**config.mk**
```make
export PLATFORM = sky130hd
export DESIGN_NAME = lmpp_level_meter
export DESIGN_NICKNAME = d
export VERILOG_FILES = /design/src/lmpp_pkg.sv /design/src/lmpp_sample_path.sv /design/src/lmpp_level_meter.sv
export VERILOG_INCLUDE_DIRS = /design/src
export SDC_FILE = /design/constraint.sdc
export NUM_CORES = 1
export LEC_CHECK = 0
export ABC_AREA = 1
export BUFFER_PORTS_ARGS = -buffer_cell sky130_fd_sc_hd__buf_4
export CAP_MARGIN = 20
export CORE_ASPECT_RATIO = 1.5
export CORE_MARGIN = 2
export CORE_UTILIZATION = 39
export DETAILED_ROUTE_END_ITERATION = 8
export PLACE_DENSITY = 0.6
export SLEW_MARGIN = 40
export SYNTH_ARGS = -nofsm -noshare
export SYNTH_HDL_FRONTEND = slang
export SYNTH_SLANG_ARGS = --single-unit
```
**constraint.sdc**
```tcl
create_clock -name pclk -period 4.7 [get_ports pclk]
set_input_delay 0.705 -clock pclk [delete_from_list [all_inputs] [get_ports pclk]]
set_output_delay 0.705 -clock pclk [all_outputs]
set_load 0.05 [all_outputs]
```
**src/lmpp_map.svh**
```systemverilog
`ifndef LMPP_MAP_SVH
`define LMPP_MAP_SVH
// register byte offsets
`define LMPP_CTRL_OFS      8'h00
`define LMPP_CFG_OFS       8'h04
`define LMPP_STAT_OFS      8'h08
`define LMPP_RES_LOW_OFS   8'h0C
`define LMPP_RES_HIGH_OFS  8'h10
`define LMPP_OFFSET_OFS    8'h14
// control word fields
`define LMPP_EN_BIT        0
`define LMPP_ONCE_BIT      1
`define LMPP_CS_LSB        2
`define LMPP_CN_LSB        16
// configuration word fields
`define LMPP_GAIN_BIT      0
`define LMPP_RECT_BIT      1
`define LMPP_FILT_BIT      2
`define LMPP_BAND_BIT      3
`define LMPP_BSRC_BIT      4
`define LMPP_NSRC_BIT      5
`define LMPP_OFTD_BIT      6
`define LMPP_SHIFT_LSB     8
`define LMPP_TH_LSB        12
// status word fields
`define LMPP_DONE_BIT      0
`define LMPP_OTH_BIT       1
// reset values: built-in coefficients selected
`define LMPP_CFG_RST       32'h0000_0030
// largest shift code that still halves
`define LMPP_SHIFT_MAX     4'hB
// one threshold step, an eighth of full scale
`define LMPP_TH_STEP       17'h0_1000
// done flag lifetime in continuous mode
`define LMPP_DONE_HOLD_NS  125000
`define LMPP_CLK_NS        10
`endif

```
**src/lmpp_pkg.sv**
```systemverilog
package lmpp_pkg;
   // measurement sequencer states
   typedef enum logic [1:0] {LMPP_IDLE, LMPP_RUN, LMPP_HOLD} lmpp_state_e;
   // software control word
   typedef struct packed {
      logic        meter_enable;
      logic        single_shot;
      logic [1:0]  channel_select;
      logic [10:0] integration_count;
   } lmpp_ctrl_s;
   // front-end settings for the sample path
   typedef struct packed {
      logic        gain_boost;
      logic        rectifier_on;
      logic        offset_default_select;
   } lmpp_front_s;
   // filter settings handed to the external filter
   typedef struct packed {
      logic        filter_enable;
      logic        band_or_notch;
      logic        band_coef_source;
      logic        notch_coef_source;
   } lmpp_filt_s;
endpackage : lmpp_pkg

```
**src/lmpp_sample_path.sv**
```systemverilog
`timescale 1ns/1ns
module lmpp_sample_path (
   // clock and reset
   input  wire logic                      pclk,
   input  wire logic                      presetn,
   // incoming sample
   input  wire logic                      in_valid,
   input  wire logic signed [15:0]        in_sample,
   // settings
   input  wire lmpp_pkg::lmpp_front_s     front,
   input  wire logic signed [15:0]        offset_word,
   // processed sample
   output logic                           out_valid,
   output logic signed [21:0]             out_sample
);
   import lmpp_pkg::*;
   // compensation value, zero when the default is chosen
   wire logic signed [15:0] comp;
   // offset-corrected sample, one bit wider against overflow
   wire logic signed [16:0] corrected;
   // after the optional x16 gain
   wire logic signed [21:0] gained;
   // after the optional rectifier
   wire logic signed [21:0] rectified;

   assign comp = front.offset_default_select ? 16'sh0000 : offset_word;
   assign corrected = 17'(in_sample) - 17'(comp);
   // gain sits ahead of the rectifier so small signals keep resolution
   assign gained = front.gain_boost ? (22'(corrected) <<< 4)
                                    : 22'(corrected);
   // 22 bits leave room to negate the most negative gained value
   assign rectified = (front.rectifier_on && gained < 0) ? -gained
                                                        : gained;

   ////////////////////////////////////////////////////////////////////
   // register the processed sample with its strobe
   always_ff @(posedge pclk or negedge presetn) begin
      if (!presetn) begin
         out_valid  <= 1'b0;
         out_sample <= 22'sh000000;
      end else begin
         out_valid  <= in_valid;
         out_sample <= rectified;
      end
   end
endmodule : lmpp_sample_path

```
**src/lmpp_level_meter.sv**
```systemverilog
// Contract
// - shift code halves result, 1011+ gives 1/2048
// - latch compares magnitude, sets over-threshold flag
// - threshold code steps twelve and half percent
// - channel select picks the metered channel
// - integration count 0..7FF, 0.125 ms each
// - result read as low and high byte
// - filter enable inserts filter; bit picks band/notch
// - coefficient source bits; built-in after reset
// - enable starts accumulation, clearing it halts
// - done flag set when integration completes
// - gain boost multiplies sample by sixteen
// - rectifier folds negative samples positive
// - single shot runs once per enable
// - offset from memory word or zero
// - continuous done clears after 125 us
// - result bytes cleared while meter disabled
//
// Implementation choices: the register offsets and the APB register port.
`timescale 1ns/1ns
`include "lmpp_map.svh"
module lmpp_level_meter #(
   // done flag lifetime in clock cycles, shortened in simulation
   parameter int unsigned DONE_HOLD_CYC = `LMPP_DONE_HOLD_NS / `LMPP_CLK_NS
) (
   // clock and reset
   input  wire logic                    pclk,
   input  wire logic                    presetn,
   // apb slave
   input  wire logic                    psel,
   input  wire logic                    penable,
   input  wire logic                    pwrite,
   input  wire logic [7:0]              paddr,
   input  wire logic [31:0]             pwdata,
   output logic [31:0]                  prdata,
   output logic                         pready,
   output logic                         pslverr,
   // codec channels at the 8 kHz sample rate
   input  wire logic [3:0][15:0]        ch_sample,
   input  wire logic                    sample_tick,
   // filter round trip
   output logic [15:0]                  sel_sample,
   output lmpp_pkg::lmpp_filt_s         filt_cfg,
   input  wire logic [15:0]             filt_sample,
   // status
   output logic                         measurement_done,
   output logic                         over_threshold_flag
);
   import lmpp_pkg::*;

   ////////////////////////////////////////////////////////////////////
   // registers and state
   lmpp_ctrl_s         ctrl;           // control word
   lmpp_front_s        front;          // gain, rectifier, offset choice
   logic [3:0]         shift_code;     // shift factor code
   logic [2:0]         threshold_select; // threshold code
   logic [15:0]        offset_word;    // memory copy of the offset word
   logic [7:0]         result_low_reg; // result low byte
   logic [7:0]         result_high_reg; // result high byte
   lmpp_state_e        state;          // sequencer state
   logic [26:0]        acc;            // 27-bit integrator
   logic [10:0]        sample_cnt;     // samples summed so far
   logic [31:0]        done_timer;     // age of the done flag
   logic               sel_valid;      // strobe aligned with sel_sample
   logic [16:0]        magnitude_q;    // magnitude of the previous cycle
   logic [2:0]         threshold_select_q; // threshold code of the previous cycle

   ////////////////////////////////////////////////////////////////////
   // apb decode
   wire logic        setup_acc = psel && penable && !pready;
   wire logic        commit    = psel && penable && pready;
   wire logic        wr        = commit && pwrite && !pslverr;
   wire logic        hit_ctrl  = paddr == `LMPP_CTRL_OFS;
   wire logic        hit_cfg   = paddr == `LMPP_CFG_OFS;
   wire logic        hit_stat  = paddr == `LMPP_STAT_OFS;
   wire logic        hit_lo    = paddr == `LMPP_RES_LOW_OFS;
   wire logic        hit_hi    = paddr == `LMPP_RES_HIGH_OFS;
   wire logic        hit_ofs   = paddr == `LMPP_OFFSET_OFS;
   wire logic        mapped    = hit_ctrl | hit_cfg | hit_stat |
                                 hit_lo | hit_hi | hit_ofs;
   // result bytes are read only, a write to them is refused
   wire logic        bad       = !mapped || (pwrite && (hit_lo || hit_hi ||
                                 hit_stat));
   wire logic [31:0] ctrl_word =
      (32'(ctrl.meter_enable)     << `LMPP_EN_BIT) |
      (32'(ctrl.single_shot)      << `LMPP_ONCE_BIT) |
      (32'(ctrl.channel_select)   << `LMPP_CS_LSB) |
      (32'(ctrl.integration_count) << `LMPP_CN_LSB);
   wire logic [31:0] cfg_word =
      (32'(front.gain_boost)            << `LMPP_GAIN_BIT) |
      (32'(front.rectifier_on)          << `LMPP_RECT_BIT) |
      (32'(filt_cfg.filter_enable)      << `LMPP_FILT_BIT) |
      (32'(filt_cfg.band_or_notch)      << `LMPP_BAND_BIT) |
      (32'(filt_cfg.band_coef_source)   << `LMPP_BSRC_BIT) |
      (32'(filt_cfg.notch_coef_source)  << `LMPP_NSRC_BIT) |
      (32'(front.offset_default_select) << `LMPP_OFTD_BIT) |
      (32'(shift_code)                  << `LMPP_SHIFT_LSB) |
      (32'(threshold_select)            << `LMPP_TH_LSB);
   wire logic [31:0] stat_word =
      (32'(measurement_done)    << `LMPP_DONE_BIT) |
      (32'(over_threshold_flag) << `LMPP_OTH_BIT);
   wire logic [31:0] next_prdata =
      hit_ctrl ? ctrl_word :
      hit_cfg  ? cfg_word :
      hit_stat ? stat_word :
      hit_lo   ? {24'h000000, result_low_reg} :
      hit_hi   ? {24'h000000, result_high_reg} :
      hit_ofs  ? {16'h0000, offset_word} : 32'h0000_0000;

   // one wait state keeps prdata, pready and pslverr on flip-flops
   always_ff @(posedge pclk or negedge presetn) begin
      if (!presetn) begin
         pready  <= 1'b0;
         pslverr <= 1'b0;
         prdata  <= 32'h0000_0000;
      end else begin
         pready  <= setup_acc;
         pslverr <= setup_acc && bad;
         if (setup_acc && !pwrite) begin
            prdata <= next_prdata;
         end
      end
   end

   ////////////////////////////////////////////////////////////////////
   // software-written registers
   always_ff @(posedge pclk or negedge presetn) begin
      if (!presetn) begin
         ctrl             <= '0;
         front            <= '0;
         // filter out, built-in coefficients for both characteristics
         filt_cfg         <= '{filter_enable:     1'b0,
                               band_or_notch:     1'b0,
                               band_coef_source:  1'b1,
                               notch_coef_source: 1'b1};
         shift_code       <= 4'h0;
         threshold_select <= 3'h0;
         offset_word      <= 16'h0000;
      end else if (wr && hit_ctrl) begin
         ctrl.meter_enable <= pwdata[`LMPP_EN_BIT];
         ctrl.single_shot  <= pwdata[`LMPP_ONCE_BIT];
         ctrl.channel_select <= pwdata[`LMPP_CS_LSB +: 2];
         ctrl.integration_count <= pwdata[`LMPP_CN_LSB +: 11];
      end else if (wr && hit_cfg) begin
         front.gain_boost   <= pwdata[`LMPP_GAIN_BIT];
         front.rectifier_on <= pwdata[`LMPP_RECT_BIT];
         front.offset_default_select <= pwdata[`LMPP_OFTD_BIT];
         filt_cfg.filter_enable     <= pwdata[`LMPP_FILT_BIT];
         filt_cfg.band_or_notch     <= pwdata[`LMPP_BAND_BIT];
         filt_cfg.band_coef_source  <= pwdata[`LMPP_BSRC_BIT];
         filt_cfg.notch_coef_source <= pwdata[`LMPP_NSRC_BIT];
         shift_code       <= pwdata[`LMPP_SHIFT_LSB +: 4];
         threshold_select <= pwdata[`LMPP_TH_LSB +: 3];
      end else if (wr && hit_ofs) begin
         offset_word <= pwdata[15:0];
      end
   end

   ////////////////////////////////////////////////////////////////////
   // channel pick and filter bypass
   always_ff @(posedge pclk or negedge presetn) begin
      if (!presetn) begin
         sel_sample <= 16'h0000;
         sel_valid  <= 1'b0;
      end else begin
         sel_valid <= sample_tick;
         if (sample_tick) begin
            sel_sample <= ch_sample[ctrl.channel_select];
         end
      end
   end

   // the external filter must answer within the same cycle
   wire logic [15:0] path_in = filt_cfg.filter_enable ? filt_sample
                                                      : sel_sample;
   wire logic              proc_valid;
   wire logic signed [21:0] proc_sample;

   lmpp_sample_path u_path (
      .pclk        (pclk),
      .presetn     (presetn),
      .in_valid    (sel_valid),
      .in_sample   (path_in),
      .front       (front),
      .offset_word (offset_word),
      .out_valid   (proc_valid),
      .out_sample  (proc_sample)
   );

   ////////////////////////////////////////////////////////////////////
   // integrator bookkeeping
   // a zero count still integrates one sample period
   wire logic [10:0] target = (ctrl.integration_count == 11'h000) ? 11'h001
                             : ctrl.integration_count;
   wire logic [26:0] next_acc = acc + 27'(proc_sample);
   wire logic        running  = state == LMPP_RUN && ctrl.meter_enable;
   wire logic        finish   = running && proc_valid &&
                                (sample_cnt + 11'h001 >= target);
   // codes above the table all shift by eleven
   wire logic [3:0]  shift_eff = (shift_code > `LMPP_SHIFT_MAX)
                                 ? `LMPP_SHIFT_MAX : shift_code;
   wire logic signed [26:0] shifted = $signed(next_acc) >>> shift_eff;
   // saturate rather than wrap into the 16-bit result
   wire logic [15:0] next_result =
      (shifted > 27'sd32767)  ? 16'h7FFF :
      (shifted < -27'sd32768) ? 16'h8000 : shifted[15:0];
   wire logic [16:0] magnitude = next_result[15]
      ? 17'h0_0000 - {1'b1, next_result} : {1'b0, next_result};
   wire logic [16:0] limit = 17'(threshold_select) * `LMPP_TH_STEP;
   wire logic        over  = magnitude > limit;

   // sequencer: idle until enabled, single shot parks in hold
   always_ff @(posedge pclk or negedge presetn) begin
      if (!presetn) begin
         state <= LMPP_IDLE;
      end else if (!ctrl.meter_enable) begin
         state <= LMPP_IDLE;
      end else begin
         case (state)
            LMPP_IDLE: state <= LMPP_RUN;
            LMPP_RUN: begin
               if (finish && ctrl.single_shot) begin
                  state <= LMPP_HOLD;
               end
            end
            LMPP_HOLD: state <= LMPP_HOLD;
            default:   state <= LMPP_IDLE;
         endcase
      end
   end

   // accumulator and sample count, restarted at each period
   always_ff @(posedge pclk or negedge presetn) begin
      if (!presetn) begin
         acc        <= 27'h0;
         sample_cnt <= 11'h000;
      end else if (!running || finish) begin
         acc        <= 27'h0;
         sample_cnt <= 11'h000;
      end else if (proc_valid) begin
         acc        <= next_acc;
         sample_cnt <= sample_cnt + 11'h001;
      end
   end

   // result bytes and over-threshold flag
   always_ff @(posedge pclk or negedge presetn) begin
      if (!presetn) begin
         result_low_reg      <= 8'h00;
         result_high_reg     <= 8'h00;
         over_threshold_flag <= 1'b0;
      end else if (!ctrl.meter_enable) begin
         result_low_reg      <= 8'h00;
         result_high_reg     <= 8'h00;
         over_threshold_flag <= 1'b0;
      end else if (finish) begin
         result_low_reg      <= next_result[7:0];
         result_high_reg     <= next_result[15:8];
         over_threshold_flag <= over;
      end
   end

   // done flag: a fresh completion wins over the timed clear
   always_ff @(posedge pclk or negedge presetn) begin
      if (!presetn) begin
         measurement_done <= 1'b0;
         done_timer       <= 32'h0;
      end else if (!ctrl.meter_enable) begin
         measurement_done <= 1'b0;
         done_timer       <= 32'h0;
      end else if (finish) begin
         measurement_done <= 1'b1;
         done_timer       <= 32'h0;
      end else if (measurement_done && !ctrl.single_shot) begin
         done_timer <= done_timer + 32'h1;
         if (done_timer + 32'h1 >= DONE_HOLD_CYC) begin
            measurement_done <= 1'b0;
         end
      end
   end

   // helper copies sampled every cycle; the flag check reads those taken at the period end
   always_ff @(posedge pclk or negedge presetn) begin
      if (!presetn) begin
         magnitude_q        <= 17'h0;
         threshold_select_q <= 3'h0;
      end else begin
         magnitude_q        <= magnitude;
         threshold_select_q <= threshold_select;
      end
   end
endmodule : lmpp_level_meter

```
==> metrics.yaml <==
drive_gt1_share_pct: 25.8
antenna_found_initial: 0
rows: 88
fp.coreArea_um2: 38300
yosys-top-cells-area: "dfrtp_1 34%, nand2_1 16%, inv_1 7.0%"
clkSinkCount: 204
synth_top_flop_cell: "dfrtp_1"
pwr_density_cell_nw_per_um2: 264
grt_max_degree: 89
synth_cell_types: 68
multi_input_area_um2: 9560
ios: 182
violations: "negative setup slack"
dr.first_iter.drc_count: 836
seq_area_frac_synth_pct: 33.9
ys_warn_count: 0
cp_num_buf_inv: 5
setup_violations: 1
tightest_slew_ns: 0.855
ir_drop_v: 0.000264
path_clk_slew_ns: 0.06
drv_cap: 0
min_path_type: "in2async"
rsz0062_at_grt: "true"
crit_path_max_incr_delay_ns: 0.53
grt-ovfl-total: 0
final_common_cell: "nand2_1"
finalHoldViolCount: 0
most-common-layout-cells: "586 x nand2_1, 332 x buf_4, 275 x inv_1"
r2r-start: "u_path.out_sample[21]$_DFF_PN0_"
numCtsBuffers: 22
status: "finished, violations left"
grt_pass1_wl_mm: 79.3
track_usage_pct: 24.5
largest_register_ffs: 32
die_w_um: 165
insertion_delay_ns: 0.53
period_needed_ns: 4.72
yosysTopAreaCell: "dfrtp_1"
h-tree-depth: 1
avgViaCountPerCell: 5.14
area_growth_pct: 31.4
p_leak_nw: 9.96
route.detailed.drc: 0
end_kind: "flop"
start_util_pct: 39.4
setup.worst_path.class: "reg2reg"
wl_per_cell_um: 16.2
synth_seq_cells: 204
cpMostUsedCell: "nand2_4"
placed_cell_area_um2: 17800
synth_top_area_share_pct: 33.5
dieArea_um2: 40300
nets: 2689
ant_nets: 0
critPathLaunchType: "flop"
cts_root_buf: "clkbuf_16"
fillerInstances: 3774
reg.largest.list: "done_timer: 32 flops, acc: 27 flops, prdata: 27 flops"
synthArstFlopShare_pct: 100
design_area_um2: 19800
die_y_um: 245
dr_total_vias: 15464
fmax_mhz: 212
arrival_ns: 5.14
tns_ns: -0.0237
slowest_stage: "dfrtp_2"
path_max_fanout: 7
hpwl_mm: 37.2
holdBufCountCts: 0
routed_wl_mm: 48.7
cts_tree: "done"
maxSlewHeadroom_pct: 42.9
clockBufferDepth: 3
syn_inst: 2212
regMostFlops: "done_timer"
synth_edf_count: 0
finalClockSkew_ns: 0.0127
grt_pass1_vias: 15677
register_area_um2: 5110
timing.final.ws_setup_ns: -0.0237
fin_crit_sh_pct: 101
cp-startpoint: "u_path.out_sample[21]$_DFF_PN0_"
drt_first_pass_iters: 5
syn_area_um2: 15100
portBuffers: 171
cp.required_ns: 5.12
path_delay_family: "simple AND/OR/NAND/NOR gates"
syn_avg_cell_area_um2: 6.82
n_antenna_cell: 0
place_congestion: 0.895
report.final.slew_viol_count: 0
timing repair:
| item | in CTS | in global routing |
|---|---|---|
| setup endpoints to repair | 1 | 1 |
| pin swaps | 80 | 55 |
| cloned | 2 | 0 |
| setup buffers | 20 | 6 |
| resized for setup | 155 | 69 |
metal layers:
metal | vias to the layer above | global-route usage [%] | part of all wire (%)
met3 | 124 | 2.86 | 4.1
li1 | 7720 | - | -
met2 | 410 | 44.7 | 52
met5 | - | 0 | 0
met1 | 7210 | 28.1 | 39
met4 | 0 | 11.8 | 5.2
synth_stat cells, drive strengths merged (24+ instances only):
cell,count
a21oi,98
buf,28
clkbuf,58
dfrtp,202
ha,62
inv,289
nand2,672
nand3,179
nor2,188
nor3,24
o21ai,164
xor2,50
per-stage QoR:
step | total power, W | instances | utilization (%) | hold slack, ns | worst slack, ns
global placement | 0.00312 | 2942 | 46.3 | 0.375 | -0.232
floorplan | 0.00258 | 2216 | - | 0.331 | 0.386
detailed placement | 0.00313 | 2942 | 46.4 | 0.385 | -0.263
CTS | 0.00520 | 3003 | 50.8 | 0.268 | -0.0273
global route | 0.00549 | 3009 | 51.7 | 0.302 | -0.341
finish | 0.00524 | 3009 | 51.7 | 0.244 | -0.0237
cell type report:
class                   count  area share, %
well taps                 495           3.13
flip-flops and latches    204           25.8
repair buffers            343           13.3
clock inverters            10          0.695
inverters                 295           5.62
clock buffers              29           3.22
multi-input cells        1633           48.2
final timing paths:
kind                                                    to  slack, ns  cells after the start
hold reg to reg                 u_path.out_valid$_DFF_PN0_       0.41                      0
setup / recovery           over_threshold_flag$_DFFE_PN0P_      -0.02                     37
setup reg to reg           over_threshold_flag$_DFFE_PN0P_      -0.02                     37
min in group pclk               offset_word[7]$_DFFE_PN0P_       0.41                      2
max in group asynchronous  u_path.out_sample[18]$_DFF_PN0_       3.48                      2
hold / removal                   sel_sample[9]$_DFFE_PN0P_       0.24                      1
where the power goes:
group / switching, W / leakage, nW / internal [W]
logic: 0.000830 / 6.88 / 0.000632
registers: 0.0000591 / 2.70 / 0.00181
clock network: 0.000781 / 0.378 / 0.00112
kinds of logic (layout without fill, tap and decap cells):
logic type / count (synthesis) / after routing / synth area share [%]
AOI/OAI and AO/OA: 364 / 364 / 14.1
buffers and inverters: 381 / 677 / 9.96
other: 1 / 5 / 0.0249
DFF: 204 / 204 / 33.9
and+or+nand+nor: 1120 / 1122 / 32.0
muxes: 5 / 5 / 0.357
adders and majority gates: 64 / 64 / 5.41
xor gates and xnor gates: 73 / 73 / 4.24
No activity file was read; power rests on OpenSTA's default activity.
